--- src/design/btch_pkg.sv ---
// ****************************************************************
// bridge header constants, carriers and helpers
// ****************************************************************
package btch_pkg;

  // byte offsets in configuration space
  localparam logic [7:0] OFS_HDR_KIND      = 8'h0e;
  localparam logic [7:0] OFS_SELF_TEST     = 8'h0f;
  localparam logic [7:0] OFS_CTRL_BASE     = 8'h10;
  localparam logic [7:0] OFS_UP_BUS        = 8'h18;
  localparam logic [7:0] OFS_DOWN_BUS      = 8'h19;
  localparam logic [7:0] OFS_HIGH_BUS      = 8'h1a;
  localparam logic [7:0] OFS_TENURE        = 8'h1b;
  localparam logic [7:0] OFS_IO_LOW        = 8'h1c;
  localparam logic [7:0] OFS_IO_HIGH       = 8'h1d;
  // upper io halves live outside this block
  localparam logic [7:0] OFS_IO_LOW_UPPER  = 8'h30;
  localparam logic [7:0] OFS_IO_HIGH_UPPER = 8'h32;

  // fixed read values and reset values
  localparam logic [7:0]  HDR_KIND_VAL        = 8'h01;
  localparam logic [7:0]  SELF_TEST_VAL       = 8'h00;
  localparam logic [19:0] CTRL_BASE_RST       = 20'h00000;
  localparam logic [7:0]  CTRL_RSVD_VAL       = 8'h00;
  localparam logic        PREFETCH_VAL        = 1'b0;
  localparam logic [1:0]  MEM_TYPE_VAL        = 2'h0;
  localparam logic        SPACE_KIND_FLAG_VAL = 1'b0;
  localparam logic [7:0]  BUS_RST             = 8'h00;
  localparam logic [7:0]  TENURE_RST          = 8'h00;
  localparam logic [3:0]  IO_NIBBLE_RST       = 4'h0;
  localparam logic [3:0]  IO_ADDR_WIDTH_CODE  = 4'h1;
  localparam logic [11:0] IO_LOW_FILL         = 12'h000;
  localparam logic [11:0] IO_HIGH_FILL        = 12'hfff;

  // field positions
  localparam int CTRL_ADDR_LSB = 12;
  localparam int IO_NIBBLE_LSB = 4;

  // one configuration request, one dword wide
  typedef struct packed {
    logic        valid;
    logic        write;
    logic [5:0]  dword;
    logic [3:0]  byte_en;
    logic [31:0] wdata;
  } btch_cfg_req_t;

  // completion for every request, read data for reads
  typedef struct packed {
    logic        valid;
    logic [31:0] rdata;
  } btch_cfg_rsp_t;

  // type 1 configuration routing decision
  typedef enum logic [2:0] {
    ROUTE_NONE  = 3'b001,
    ROUTE_TYPE0 = 3'b010,
    ROUTE_TYPE1 = 3'b100
  } btch_route_t;

  function automatic logic [5:0] dword_of(input logic [7:0] ofs);
    return ofs[7:2];
  endfunction

  // write strobe for one byte of the header
  function automatic logic byte_hit(input btch_cfg_req_t req, input logic [7:0] ofs);
    return req.valid && req.write && (req.dword == ofs[7:2]) && req.byte_en[ofs[1:0]];
  endfunction

  function automatic logic [7:0] lane_data(input btch_cfg_req_t req, input logic [7:0] ofs);
    return req.wdata[{ofs[1:0], 3'b000} +: 8];
  endfunction

  // inclusive range check, both ends count
  function automatic logic in_range(input logic [31:0] v,
                                    input logic [31:0] lo,
                                    input logic [31:0] hi);
    return (v >= lo) && (v <= hi);
  endfunction

endpackage

--- src/design/btch_config_header.sv ---
`timescale 1ns/1ns

// ****************************************************************
// type one header bank: header kind through io high bound
// ****************************************************************
module btch_config_header (
  input  wire logic                   ref_clk_i,          // 10 MHz clock
  input  wire logic                   sys_rst_i,          // async reset, high
  input  wire btch_pkg::btch_cfg_req_t cfg_req_i,         // config request
  output btch_pkg::btch_cfg_rsp_t     cfg_rsp_o,          // completion
  input  wire logic                   ctrl_base_unlock_i, // diag bit 5 level
  input  wire logic [15:0]            io_low_upper_i,     // low bound 31:16
  input  wire logic [15:0]            io_high_upper_i,    // high bound 31:16
  input  wire logic                   cfg1_valid_i,       // type 1 strobe
  input  wire logic [7:0]             cfg1_bus_i,         // type 1 bus
  input  wire logic                   io_valid_i,         // io request strobe
  input  wire logic [31:0]            io_addr_i,          // io address
  output btch_pkg::btch_route_t       cfg1_route_o,       // routing decision
  output logic                        io_forward_o,       // forward io request
  output logic [31:0]                 ctrl_window_base_o, // control window
  output logic [7:0]                  upstream_bus_o,     // upstream number
  output logic [7:0]                  downstream_bus_o,   // downstream number
  output logic [7:0]                  highest_bus_o,      // highest number
  output logic [7:0]                  tenure_timer_o      // tenure timer
);

  // ****************************************************************
  // storage
  // ****************************************************************
  logic [19:0] ctrl_base_addr;          // bits 31:12 of the window
  logic [7:0]  upstream_bus_number;
  logic [7:0]  downstream_bus_number;
  logic [7:0]  highest_downstream_bus;
  logic [7:0]  downstream_tenure_timer;
  logic [3:0]  io_low_bound_nibble;
  logic [3:0]  io_high_bound_nibble;

  logic [7:0]  header_layout_kind;
  logic [7:0]  self_test_control;
  logic [7:0]  io_window_low_bound;
  logic [7:0]  io_window_high_bound;
  logic [11:0] ctrl_low_bits;
  logic [31:0] io_low_full;
  logic [31:0] io_high_full;
  logic [31:0] next_rdata;

  btch_pkg::btch_cfg_rsp_t rsp;

  assign header_layout_kind = btch_pkg::HDR_KIND_VAL;

  assign self_test_control  = btch_pkg::SELF_TEST_VAL;

  // fixed low bits of the control base
  assign ctrl_low_bits = {btch_pkg::CTRL_RSVD_VAL,
                          btch_pkg::PREFETCH_VAL,
                          btch_pkg::MEM_TYPE_VAL,
                          btch_pkg::SPACE_KIND_FLAG_VAL};

  // width code in the low nibble
  assign io_window_low_bound  = {io_low_bound_nibble, btch_pkg::IO_ADDR_WIDTH_CODE};
  assign io_window_high_bound = {io_high_bound_nibble, btch_pkg::IO_ADDR_WIDTH_CODE};

  // upper half from the outside register
  assign io_low_full  = {io_low_upper_i, io_low_bound_nibble, btch_pkg::IO_LOW_FILL};

  assign io_high_full = {io_high_upper_i, io_high_bound_nibble, btch_pkg::IO_HIGH_FILL};

  // ****************************************************************
  // control window base
  // ****************************************************************

  // three lanes cover all 20 address bits
  // byte 1 only takes its top nibble, so bits 11:8 stay fixed at zero
  always_ff @(posedge ref_clk_i or posedge sys_rst_i) begin
    if (sys_rst_i) begin
      ctrl_base_addr <= btch_pkg::CTRL_BASE_RST;
    end else if (ctrl_base_unlock_i) begin
      if (btch_pkg::byte_hit(cfg_req_i, btch_pkg::OFS_CTRL_BASE + 8'h01)) begin
        ctrl_base_addr[3:0] <= cfg_req_i.wdata[15:12];
      end
      if (btch_pkg::byte_hit(cfg_req_i, btch_pkg::OFS_CTRL_BASE + 8'h02)) begin
        ctrl_base_addr[11:4] <= cfg_req_i.wdata[23:16];
      end
      if (btch_pkg::byte_hit(cfg_req_i, btch_pkg::OFS_CTRL_BASE + 8'h03)) begin
        ctrl_base_addr[19:12] <= cfg_req_i.wdata[31:24];
      end
    end
  end

  // ****************************************************************
  // bus numbers and tenure timer
  // ****************************************************************

  always_ff @(posedge ref_clk_i or posedge sys_rst_i) begin
    if (sys_rst_i) begin
      upstream_bus_number <= btch_pkg::BUS_RST;
    end else if (btch_pkg::byte_hit(cfg_req_i, btch_pkg::OFS_UP_BUS)) begin
      upstream_bus_number <= btch_pkg::lane_data(cfg_req_i, btch_pkg::OFS_UP_BUS);
    end
  end

  always_ff @(posedge ref_clk_i or posedge sys_rst_i) begin
    if (sys_rst_i) begin
      downstream_bus_number <= btch_pkg::BUS_RST;
    end else if (btch_pkg::byte_hit(cfg_req_i, btch_pkg::OFS_DOWN_BUS)) begin
      downstream_bus_number <= btch_pkg::lane_data(cfg_req_i, btch_pkg::OFS_DOWN_BUS);
    end
  end

  always_ff @(posedge ref_clk_i or posedge sys_rst_i) begin
    if (sys_rst_i) begin
      highest_downstream_bus <= btch_pkg::BUS_RST;
    end else if (btch_pkg::byte_hit(cfg_req_i, btch_pkg::OFS_HIGH_BUS)) begin
      highest_downstream_bus <= btch_pkg::lane_data(cfg_req_i, btch_pkg::OFS_HIGH_BUS);
    end
  end

  // tenure timer value
  // only stored here; the downstream arbiter does the counting
  always_ff @(posedge ref_clk_i or posedge sys_rst_i) begin
    if (sys_rst_i) begin
      downstream_tenure_timer <= btch_pkg::TENURE_RST;
    end else if (btch_pkg::byte_hit(cfg_req_i, btch_pkg::OFS_TENURE)) begin
      downstream_tenure_timer <= btch_pkg::lane_data(cfg_req_i, btch_pkg::OFS_TENURE);
    end
  end

  // ****************************************************************
  // io window nibbles
  // ****************************************************************

  // only the top nibble is kept
  // the width code nibble of the same byte is dropped on purpose
  always_ff @(posedge ref_clk_i or posedge sys_rst_i) begin
    if (sys_rst_i) begin
      io_low_bound_nibble <= btch_pkg::IO_NIBBLE_RST;
    end else if (btch_pkg::byte_hit(cfg_req_i, btch_pkg::OFS_IO_LOW)) begin
      io_low_bound_nibble <= cfg_req_i.wdata[7:4];
    end
  end

  // only the top nibble is kept
  always_ff @(posedge ref_clk_i or posedge sys_rst_i) begin
    if (sys_rst_i) begin
      io_high_bound_nibble <= btch_pkg::IO_NIBBLE_RST;
    end else if (btch_pkg::byte_hit(cfg_req_i, btch_pkg::OFS_IO_HIGH)) begin
      io_high_bound_nibble <= cfg_req_i.wdata[15:12];
    end
  end

  // ****************************************************************
  // read path and completion
  // ****************************************************************

  // read mux; bytes owned by neighbouring registers read zero here
  always_comb begin
    next_rdata = 32'h00000000;
    case (cfg_req_i.dword)
      btch_pkg::dword_of(btch_pkg::OFS_HDR_KIND): begin
        next_rdata = {self_test_control, header_layout_kind, 16'h0000};
      end
      btch_pkg::dword_of(btch_pkg::OFS_CTRL_BASE): begin
        next_rdata = {ctrl_base_addr, ctrl_low_bits};
      end
      btch_pkg::dword_of(btch_pkg::OFS_UP_BUS): begin
        next_rdata = {downstream_tenure_timer, highest_downstream_bus,
                      downstream_bus_number, upstream_bus_number};
      end
      btch_pkg::dword_of(btch_pkg::OFS_IO_LOW): begin
        next_rdata = {16'h0000, io_window_high_bound, io_window_low_bound};
      end
      default: begin
        next_rdata = 32'h00000000;
      end
    endcase
  end

  // every request completes one cycle later, writes with zero data
  always_ff @(posedge ref_clk_i or posedge sys_rst_i) begin
    if (sys_rst_i) begin
      rsp <= '0;
    end else begin
      rsp.valid <= cfg_req_i.valid;
      rsp.rdata <= (cfg_req_i.valid && !cfg_req_i.write) ? next_rdata : 32'h00000000;
    end
  end

  assign cfg_rsp_o          = rsp;
  assign ctrl_window_base_o = {ctrl_base_addr, ctrl_low_bits};
  assign upstream_bus_o     = upstream_bus_number;
  assign downstream_bus_o   = downstream_bus_number;
  assign highest_bus_o      = highest_downstream_bus;
  assign tenure_timer_o     = downstream_tenure_timer;

  // ****************************************************************
  // routing
  // ****************************************************************

  // routing uses the live bus numbers
  // io window bounds feed the forward decision
  btch_route_decode u_route (
    .ref_clk_i    (ref_clk_i),
    .sys_rst_i    (sys_rst_i),
    .down_bus_i   (downstream_bus_number),
    .high_bus_i   (highest_downstream_bus),
    .io_low_i     (io_low_full),
    .io_high_i    (io_high_full),
    .cfg1_valid_i (cfg1_valid_i),
    .cfg1_bus_i   (cfg1_bus_i),
    .io_valid_i   (io_valid_i),
    .io_addr_i    (io_addr_i),
    .route_o      (cfg1_route_o),
    .io_forward_o (io_forward_o)
  );

  // ****************************************************************
  // checks
  // ****************************************************************
  // bus bytes gathered in lane order so each lane check picks its own slice
  logic [31:0] bus_bytes;
  assign bus_bytes = {downstream_tenure_timer, highest_downstream_bus,
                      downstream_bus_number, upstream_bus_number};
endmodule // btch_config_header

--- src/design/btch_route_decode.sv ---
`timescale 1ns/1ns
// ****************************************************************
// routing decode for type 1 configuration and io forwarding
// ****************************************************************
module btch_route_decode (
  input  wire logic               ref_clk_i,      // 10 MHz clock
  input  wire logic               sys_rst_i,      // async reset, high
  input  wire logic [7:0]         down_bus_i,     // downstream bus number
  input  wire logic [7:0]         high_bus_i,     // highest downstream bus
  input  wire logic [31:0]        io_low_i,       // io window low bound
  input  wire logic [31:0]        io_high_i,      // io window high bound
  input  wire logic               cfg1_valid_i,   // type 1 request strobe
  input  wire logic [7:0]         cfg1_bus_i,     // its bus number
  input  wire logic               io_valid_i,     // io request strobe
  input  wire logic [31:0]        io_addr_i,      // its address
  output btch_pkg::btch_route_t   route_o,        // registered decision
  output logic                    io_forward_o    // registered forward flag
);

  logic [31:0] bus_w;
  logic [31:0] down_w;
  logic [31:0] high_w;

  assign bus_w  = {24'h000000, cfg1_bus_i};
  assign down_w = {24'h000000, down_bus_i};
  assign high_w = {24'h000000, high_bus_i};

  // secondary match first
  // equal bus wins so the bridge never forwards its own segment as type 1
  always_ff @(posedge ref_clk_i or posedge sys_rst_i) begin
    if (sys_rst_i) begin
      route_o <= btch_pkg::ROUTE_NONE;
    end else if (!cfg1_valid_i) begin
      route_o <= btch_pkg::ROUTE_NONE;
    end else if (cfg1_bus_i == down_bus_i) begin
      route_o <= btch_pkg::ROUTE_TYPE0;
    end else if ((cfg1_bus_i > down_bus_i) && btch_pkg::in_range(bus_w, down_w, high_w)) begin
      route_o <= btch_pkg::ROUTE_TYPE1;
    end else begin
      route_o <= btch_pkg::ROUTE_NONE;
    end
  end

  always_ff @(posedge ref_clk_i or posedge sys_rst_i) begin
    if (sys_rst_i) begin
      io_forward_o <= 1'b0;
    end else begin
      io_forward_o <= io_valid_i && btch_pkg::in_range(io_addr_i, io_low_i, io_high_i);
    end
  end
endmodule // btch_route_decode

--- config.mk ---
export PLATFORM = sky130hd
export DESIGN_NAME = btch_config_header
export DESIGN_NICKNAME = d
export VERILOG_FILES = /design/src/design/btch_pkg.sv /design/src/design/btch_config_header.sv /design/src/design/btch_route_decode.sv
export SDC_FILE = /design/constraint.sdc
export NUM_CORES = 1
export LEC_CHECK = 0
export ABC_CLOCK_PERIOD_IN_PS = 4700
export BUFFER_PORTS_ARGS = -buffer_cell sky130_fd_sc_hd__buf_2
export CORE_MARGIN = 3
export CORE_UTILIZATION = 30
export CTS_CLUSTER_DIAMETER = 200
export DETAILED_ROUTE_END_ITERATION = 10
export PLACE_DENSITY = 0.58
export SLEW_MARGIN = 30
export SYNTH_ARGS = -nofsm -noshare
export SYNTH_HDL_FRONTEND = slang
export SYNTH_HIERARCHICAL = 1
export SYNTH_SLANG_ARGS = --single-unit
--- constraint.sdc ---
create_clock -name ref_clk_i -period 4.7 [get_ports ref_clk_i]
set_clock_uncertainty 0.15 [all_clocks]
set_input_delay 0.235 -clock ref_clk_i [delete_from_list [all_inputs] [get_ports ref_clk_i]]
set_output_delay 0.235 -clock ref_clk_i [all_outputs]
set_load 0.005 [all_outputs]
==> results.json, run 1 <==
{
  "nNetsFinal": 1043,
  "nFillCells": 1930,
  "synth-seq-cells": 97,
  "path_cells": "inv_1, ha_1, a21o_1, a21o_1, a221o_1, a211oi_2, nor4b_1, o22a_1",
  "die_area_mm2": 0.0216,
  "grt_pass1_wl_um": 27000,
  "cap_viol_max_count": 0,
  "drive_gt1_frac": 0.360,
  "antenna_found_initial": 0,
  "synth_area_leaders": "dfrtp_1 (40%), ha_1 (17%), mux2_2 (12%), inv_1 (5.3%), a21oi_1 (3.8%)",
  "firstDrtPassIters": 4,
  "cts_max_path_buffers": 2,
  "cp.required_ns": 4.78,
  "wl_um": 16700,
  "endpoint_kind": "register",
  "async_flop_share": 1.00,
  "htreeDepth": 3,
  "gp_congestion": 0.814,
  "core_area_mm2": 0.0191,
  "dieWidth_um": 147,
  "syn-cell-area_mm2": 0.00597,
  "ys_types": 46,
  "hold_path_end": "highest_bus_o[5]",
  "setup_tns_ns": 0,
  "timing.slew.headroom": 0.393,
  "r2r_setup_slack_ns": 2.46,
  "maxSlewViolCount": 0,
  "vdd_drop_max_uv": 190,
  "period_share": 0.476,
  "worstRegToRegCells": 8,
  "clk_pin_slew_worst_paths_ns": 0.07,
  "post-route-min-period_ns": 2.24,
  "cellLeakagePower_uw": 0.00438,
  "min_from": "cfg_req_i[21]",
  "rsz0062_at_grt": "no",
  "place.detailed.hpwl_um": 13600,
  "cts_tree": "yes",
  "cts_sinks": 97,
  "cts-buffers-inserted": 9,
  "io_buffers": 209,
  "syn_avg_cell_area_um2": 10.3,
  "antennaDiodeCount": 0,
  "synth_edf_count": 0,
  "setup_viol": 0,
  "critPathMaxFanout": 3,
  "powerDensity_mw_per_mm2": 248,
  "post_drt_wl_per_cell_um": 15.1,
  "multi_input_area_mm2": 0.00319,
  "r2r-end": "u_route/io_forward_o",
  "crit_arrival_ns": 2.32,
  "ys.flop_type": "dfrtp_1",
  "hold_depth": 2,
  "critPathMaxStageDelay_ns": 0.40,
  "tightest_slew_ns": 0.906,
  "drt_iter0_markers": 168,
  "hp-class": "in2reg",
  "synth_top_area_cell": "dfrtp_1",
  "hold_viol": 0,
  "cts_root_buf": "clkbuf_16",
  "grt_max_degree": 60,
  "synth_top_area_frac": 0.402,
  "grtUsageTotal": 0.155,
  "synth.most_common_cell": "dfrtp_1",
  "dp_slack_ns": 2.18,
  "path_common_cell": "a21o_1",
  "ys_top_cells_by_count": "dfrtp_1 (96), inv_1 (85), ha_1 (80)",
  "synth_seq_area_share": 0.407,
  "crit_start": "io_low_bound_nibble[1]",
  "register_area_mm2": 0.00243,
  "drc": 0,
  "postRouteAntennaNets": 0,
  "crit_type": "reg2reg",
  "syn_to_final_growth_pct": 33.1,
  "synthCells": 582,
  "die_h_um": 147,
  "worst_slack_ns": 2.46,
  "overflow": 0,
  "row_count": 50,
  "boundaryPins": 222,
  "start_kind": "register",
  "vias": 5039,
  "worst_path_max_delay_cell": "dfrtp_1",
  "rr_startpoint": "io_low_bound_nibble[1]",
  "start_util": 0.312,
  "fmax_mhz": 447,
  "synth-warning-count": 6,
  "grt_pass1_vias": 5152,
  "viasPerCell": 4.55,
  "status": "finished, final reports clean",
  "clock_latency_ns": 0.34
}
## worst max path at each step
stage	slack (ns)	cells after the start	to
after floorplan	1.89	1	cfg_rsp_o[0]
after global placement	2.26	4	ctrl_base_addr[15]
after detailed placement	2.18	4	ctrl_base_addr[14]
after CTS	2.48	8	u_route/io_forward_o
after global routing	2.33	8	u_route/io_forward_o
final	2.46	8	u_route/io_forward_o
## area by class of cell
class                   count  share of cell area
multi-input cells         407               0.402
flip-flops and latches     97               0.306
repair buffers            242               0.172
well taps                 260              0.0409
inverters                  85              0.0405
clock buffers               9              0.0283
clock inverters             7              0.0109
## cell usage in the layout, fill, tap and decap left out, types with 3 or more instances in the layout
cell,Yosys,final
nor2_1,16,15
nand2_1,21,21
and2_1,6,6
nand3_1,41,41
a21o_1,9,9
nand4_1,19,19
a211oi_1,3,3
mux2i_1,5,5
dfrtp_1,96,96
nor2b_1,6,6
buf_4,13,4
buf_2,1,209
conb_1,2,36
o21ai_0,13,13
nor3_1,6,6
inv_1,85,84
dlygate4sd3_1,0,29
a21oi_1,45,45
mux2_2,65,65
nand2b_1,3,3
and3_1,8,8
clkbuf_16,0,9
ha_1,80,80
## where the power goes
group	switching [uW]	leakage, uW	internal [uW]
Combinational	172	0.00289	157
Clock	337	0.000150	424
Sequential	21.3	0.00134	858
## per-stage QoR
stage | utilization | instances | cell area (um^2) | total power [uW] | hold WS [ns]
after CTS | 0.415 | 1107 | 7950 | 2000 | 0.000601
final | 0.415 | 1107 | 7950 | 1970 | 0.0132
after floorplan | - | 616 | 6100 | 1080 | -0.150
after global placement | 0.384 | 1062 | 7350 | 1200 | 0.0168
after detailed placement | 0.384 | 1062 | 7350 | 1210 | 0.0163
after global routing | 0.415 | 1107 | 7950 | 2080 | 0.00505
## state kept, by name, indices dropped and copies added, names as in the netlist
| signal | flops |
|---|---|
| cfg_rsp_o | 33 |
| ctrl_base_addr | 20 |
| downstream_bus_o | 8 |
| highest_bus_o | 8 |
| io_high_bound_nibble | 4 |
| io_low_bound_nibble | 4 |
| tenure_timer_o | 8 |
| u_route/io_forward_o | 1 |
| u_route/route_o | 3 |
| upstream_bus_o | 8 |
## critical path: cells and delay by family, from the launching register on
kind | cells | cell delay, ns
buf+inv | 1 | 0.06
flops | 1 | 0.40
fa+ha+maj | 1 | 0.29
simple gates | 1 | 0.10
compound gates | 5 | 1.14
## layer usage
layer  track usage  part of all wire  up-vias
met3        0.0373             0.070       12
met4        0.0377             0.012        0
met1         0.201              0.45     2334
met5             0                 0        -
li1              -                 -     2516
met2         0.261              0.47      177
## what timing repair did
action | CTS | global route
resized for setup | 0 | 0
hold endpoints to repair | 82 | 0
buffers inserted | 0 | 0
hold buffers | 29 | 0
## kinds of logic (layout without fill, tap and decap cells)
kind of cell	after synthesis	after routing	share of synthesized area
and+or+nand+nor	136	136	0.128
buffers and inverters	112	343	0.0801
DFF	97	97	0.407
AOI/OAI and AO/OA	85	85	0.0853
adders and majority gates	80	80	0.168
muxes	70	70	0.131
other	2	36	0.00126
No activity file was read; power rests on OpenSTA's default activity.
==> run 2: changes to the inputs <==
- ABC_CLOCK_PERIOD_IN_PS: 4700 -> 2310
- clock period: 4.7 -> 2.31 ns (I/O delays scaled with it)
==> run 2 against run 1 <==
Critical path depth did not move. Cell area rose by 2.1%. Global-route usage is essentially flat. Clock power increased by 98%. Sequential cell count unchanged. Clock-buffer cell count unchanged. Largest cell class unchanged.
==> results.json, run 2 (synthesis results as in run 1) <==
{
  "status": "finished, final reports clean",
  "clk_pin_slew_worst_paths_ns": 0.08,
  "place.detailed.hpwl_um": 13700,
  "syn_to_final_growth_pct": 35.9,
  "io_buffers": 209,
  "layout_commonest_cell": "buf_2",
  "post-route-min-period_ns": 2.17,
  "viasPerCell": 4.52,
  "gp_congestion": 0.797,
  "firstDrtPassIters": 4,
  "layout_common_cells": "buf_2 (209), dfrtp_1 (96), inv_1 (84), ha_1 (80), mux2_2 (65)",
  "cts_sinks": 97,
  "min_from": "cfg_req_i[36]",
  "dp.cells": 1072,
  "tightest_slew_ns": 0.596,
  "wl_um": 17000,
  "critPathMaxFanout": 3,
  "register_area_mm2": 0.00243,
  "multi_input_area_mm2": 0.00319,
  "powerDensity_mw_per_mm2": 492,
  "cts_root_buf": "clkbuf_16",
  "fmax_mhz": 460,
  "nFillCells": 1905,
  "start_util": 0.312,
  "cts_setup_buffers": 0,
  "drt_iter0_markers": 210,
  "endpoint_kind": "register",
  "hp-class": "in2reg",
  "hold_path_end": "cfg_rsp_o[12]",
  "timing.slew.headroom": 0.602,
  "cap_viol_max_count": 0,
  "clock_latency_ns": 0.35,
  "cts-buffers-inserted": 9,
  "htreeDepth": 3,
  "core_area_mm2": 0.0191,
  "drc": 0,
  "drive_gt1_frac": 0.364,
  "antenna_found_initial": 0,
  "cts_tree": "yes",
  "setup_viol": 0,
  "crit_arrival_ns": 2.25,
  "hold_depth": 4,
  "grt_pass1_wl_um": 27100,
  "cp.required_ns": 2.39,
  "setup_tns_ns": 0,
  "largest_register_ffs": 33,
  "postRouteAntennaNets": 0,
  "boundaryPins": 222,
  "rr_startpoint": "io_low_bound_nibble[1]",
  "start_kind": "register",
  "overflow": 0,
  "rsz0062_at_grt": "no",
  "cts_max_path_buffers": 2,
  "nNetsFinal": 1061,
  "die_h_um": 147,
  "dieWidth_um": 147,
  "die_area_mm2": 0.0216,
  "grtUsageTotal": 0.155,
  "crit_type": "reg2reg",
  "cellLeakagePower_uw": 0.00446,
  "worstRegToRegCells": 8,
  "maxSlewViolCount": 0,
  "r2r-end": "u_route/io_forward_o",
  "row_count": 50,
  "period_share": 0.940,
  "grt_pass1_vias": 5141,
  "r2r_setup_slack_ns": 0.14,
  "vdd_drop_max_uv": 297,
  "grt_max_degree": 34,
  "finalNonFillerCells": 1125,
  "antennaDiodeCount": 0,
  "vias": 5086,
  "post_drt_wl_per_cell_um": 15.1,
  "hold_viol": 0
}
run 2: cell types whose count changed in the layout (fill, tap and decap cells not counted), moves of 2 or more:
| cell | delta |
|---|---|
| buf_4 | +8 |
| inv_8 | +2 |
| buf_12 | +2 |
| dlygate4sd3_1 | +8 |
| clkinvlp_4 | +2 |
run 2: how the worst max path moves through the flow:
stage                            from                   end  slack [ns]
6_report       io_low_bound_nibble[1]  u_route/io_forward_o        0.14
2_1_floorplan  io_low_bound_nibble[1]  u_route/io_forward_o        0.35
3_5_place_dp   io_low_bound_nibble[1]  u_route/io_forward_o        0.12
3_3_place_gp   io_low_bound_nibble[1]  u_route/io_forward_o        0.20
5_1_grt        io_low_bound_nibble[1]  u_route/io_forward_o        0.04
4_1_cts        io_low_bound_nibble[1]  u_route/io_forward_o         0.1
run 2: through the flow:
stage	setup WS [ns]	power (uW)	util	hold WS [ns]	instance area (um^2)
6_report	0.138	3990	0.424	0.0397	8110
2_1_floorplan	0.355	2190	-	-0.269	6100
5_1_grt	0.0352	4220	0.424	0.0619	8110
4_1_cts	0.0986	4050	0.424	0.0271	8110
3_3_place_gp	0.197	2460	0.389	-0.0761	7450
3_5_place_dp	0.115	2470	0.389	-0.0755	7450
run 2: repair_timing:
item                                    4_1_cts  5_1_grt
gates resized for setup                       0        0
hold buffers                                 37        0
hold endpoints to repair                     89        0
endpoints found under the setup margin        0        1
run 2: where the power goes:
group | leakage, uW | internal, uW | switching (uW) | total [uW]
logic | 0.00298 | 340 | 361 | 701
registers | 0.00134 | 1740 | 39.4 | 1780
clock network | 0.000140 | 764 | 745 | 1510
total | 0.00446 | 2850 | 1150 | 3990
run 2: layout make-up:
type                            count  share of cell area
Clock inverter                      7             0.00848
Sequential cell                    97               0.299
Timing Repair Buffer              260               0.191
Multi-Input combinational cell    407               0.394
Inverter                           85              0.0398
Tap cell                          260              0.0401
Clock buffer                        9              0.0278
run 2: per-layer routing:
| layer | global-route usage | part of all wire | up-vias |
|---|---|---|---|
| li1 | - | - | 2550 |
| met1 | 0.202 | 0.43 | 2353 |
| met5 | 0 | 0 | - |
| met3 | 0.0460 | 0.082 | 11 |
| met4 | 0.0266 | 0.0072 | 0 |
| met2 | 0.260 | 0.48 | 172 |
run 2: worst max-delay path: stages (launching register included):
cell	delay, ns
dfrtp_1	0.37
inv_1	0.06
ha_1	0.29
a21o_1	0.17
a21o_1	0.18
a221o_1	0.30
a211oi_2	0.23
nor4b_1	0.09
o22a_1	0.21
==> run 3: changes to the inputs <==
- PLACE_DENSITY: 0.58 -> 0.61
==> run 3 against run 2 <==
Utilization increased by 0.19 points. Non-clock buffer count increased by 4. Routed wire length increased by 2.5%. Sequential cell count unchanged. Critical endpoint is now ctrl_base_addr[13]. Highest routed layer unchanged.
==> results.json, run 3 (synthesis results as in run 1) <==
{
  "status": "finished, final reports clean",
  "tightest_slew_ns": 0.689,
  "gp_congestion": 0.792,
  "viasPerCell": 4.55,
  "crit_type": "in2reg",
  "cts_max_path_buffers": 2,
  "hp-class": "in2reg",
  "timing.hold.ws_ns": 0.0415,
  "critPathMaxStageDelay_ns": 0.54,
  "fmax_mhz": 454,
  "cap_viol_max_count": 0,
  "overflow": 0,
  "crit_arrival_ns": 2.29,
  "die_h_um": 147,
  "die_area_mm2": 0.0216,
  "nFillCells": 1926,
  "cts_root_buf": "clkbuf_16",
  "cellLeakagePower_uw": 0.00448,
  "clk_pin_slew_worst_paths_ns": 0.07,
  "powerDensity_mw_per_mm2": 501,
  "antenna_found_initial": 0,
  "worst_path_max_delay_cell": "dlygate4sd3_1",
  "postRouteAntennaNets": 0,
  "core_area_mm2": 0.0191,
  "critPathMaxFanout": 10,
  "dieWidth_um": 147,
  "start_util": 0.312,
  "antennaDiodeCount": 0,
  "clock_latency_ns": 0.35,
  "place.detailed.hpwl_um": 14000,
  "start_kind": "input port",
  "grt_pass1_wl_um": 27900,
  "boundaryPins": 222,
  "grt_max_degree": 40,
  "drc": 0,
  "setup_tns_ns": 0,
  "row_count": 50,
  "post-route-min-period_ns": 2.20,
  "layout_common_cells": "buf_2 (209), dfrtp_1 (96), inv_1 (84), ha_1 (80), mux2_2 (65)",
  "syn_to_final_growth_pct": 36.5,
  "htreeDepth": 3,
  "grtUsageTotal": 0.162,
  "firstDrtPassIters": 4,
  "post_drt_wl_per_cell_um": 15.5,
  "layout_commonest_cell": "buf_2",
  "largest_register_ffs": 33,
  "cts_sinks": 97,
  "crit_buf_inv": 2,
  "critical-path-top-delay-family": "simple AND/OR/NAND/NOR gates",
  "cp.required_ns": 2.39,
  "vias": 5133,
  "hold_viol": 0,
  "rsz0062_at_grt": "no",
  "path_cells": "dlygate4sd3_1, buf_2, nor4b_4, nand4_1, mux2_2",
  "setup_viol": 0,
  "grt_pass1_vias": 5254,
  "drive_gt1_frac": 0.367,
  "cts_tree": "yes",
  "vdd_drop_max_uv": 311,
  "maxSlewViolCount": 0,
  "endpoint_kind": "register",
  "period_share": 0.954,
  "drt_iter0_markers": 181,
  "io_buffers": 209,
  "nNetsFinal": 1065,
  "timing.slew.headroom": 0.540,
  "wl_um": 17500,
  "cts-buffers-inserted": 9
}
run 3: cell count changes in the layout (fill, tap and decap cells not counted), sizes merged:
cell | before | now
buf | 223 | 227
inv | 88 | 87
bufinv | 0 | 1
run 3: what timing repair did:
action	in CTS	in global routing
resized for setup	0	1
buffers inserted	0	1
endpoints found under the setup margin	0	9
endpoints found under the hold margin	94	0
hold buffers	37	0
run 3: worst reg2reg max path: stages, from the launching register on:
cell and delay (ns):
dfrtp_1 0.37, inv_1 0.06, ha_1 0.29, a21o_1 0.17, a21o_1 0.18, a221o_1 0.30
a211oi_2 0.24, nor4b_1 0.09, o22a_1 0.20
run 3: per-layer routing:
layer	part of all wire	GRT usage
met1	0.44	0.202
met2	0.47	0.275
met3	0.080	0.0537
met4	0.0082	0.0312
met5	0	0
run 3: stage by stage:
stage / setup slack (ns) / util / cell area, um^2 / cells / power, uW
after floorplan: 0.355 / - / 6100 / 616 / 2190
after global placement: 0.175 / 0.389 / 7450 / 1075 / 2460
after detailed placement: 0.142 / 0.389 / 7450 / 1075 / 2470
after CTS: 0.100 / 0.425 / 8140 / 1128 / 4140
after global routing: 0.00682 / 0.426 / 8150 / 1129 / 4320
final: 0.106 / 0.426 / 8150 / 1129 / 4080
run 3: cell type report:
cell class / count / area, um^2 / area share
flip-flops and latches: 97 / 2430 / 0.298
clock buffers: 9 / 225 / 0.0276
inverters: 85 / 323 / 0.0396
clock inverters: 7 / 85.1 / 0.0104
multi-input cells: 407 / 3200 / 0.392
well taps: 260 / 325 / 0.0399
repair buffers: 264 / 1560 / 0.192
run 3: worst paths after layout:
kind / start / end / slack, ns / cells past startpoint
worst max-delay path: cfg_req_i[38] / ctrl_base_addr[13] / 0.11 / 5
worst min-delay path: cfg_req_i[42] / cfg_rsp_o[16] / 0.04 / 3
worst max register to register: io_low_bound_nibble[1] / u_route/io_forward_o / 0.17 / 8
worst min register to register: upstream_bus_o[2] / cfg_rsp_o[2] / 0.35 / 1
max in group asynchronous: sys_rst_i / tenure_timer_o[2] / 1.09 / 4
min in group asynchronous: sys_rst_i / u_route/route_o[1] / 0.08 / 3
run 3: where the power goes:
| group | internal (uW) | total [uW] | switching (uW) | leakage [uW] |
|---|---|---|---|---|
| clock | 862 | 1590 | 732 | 0.000146 |
| sequential | 1740 | 1790 | 42.8 | 0.00134 |
| combinational | 340 | 698 | 358 | 0.00300 |
| total | 2950 | 4080 | 1130 | 0.00448 |
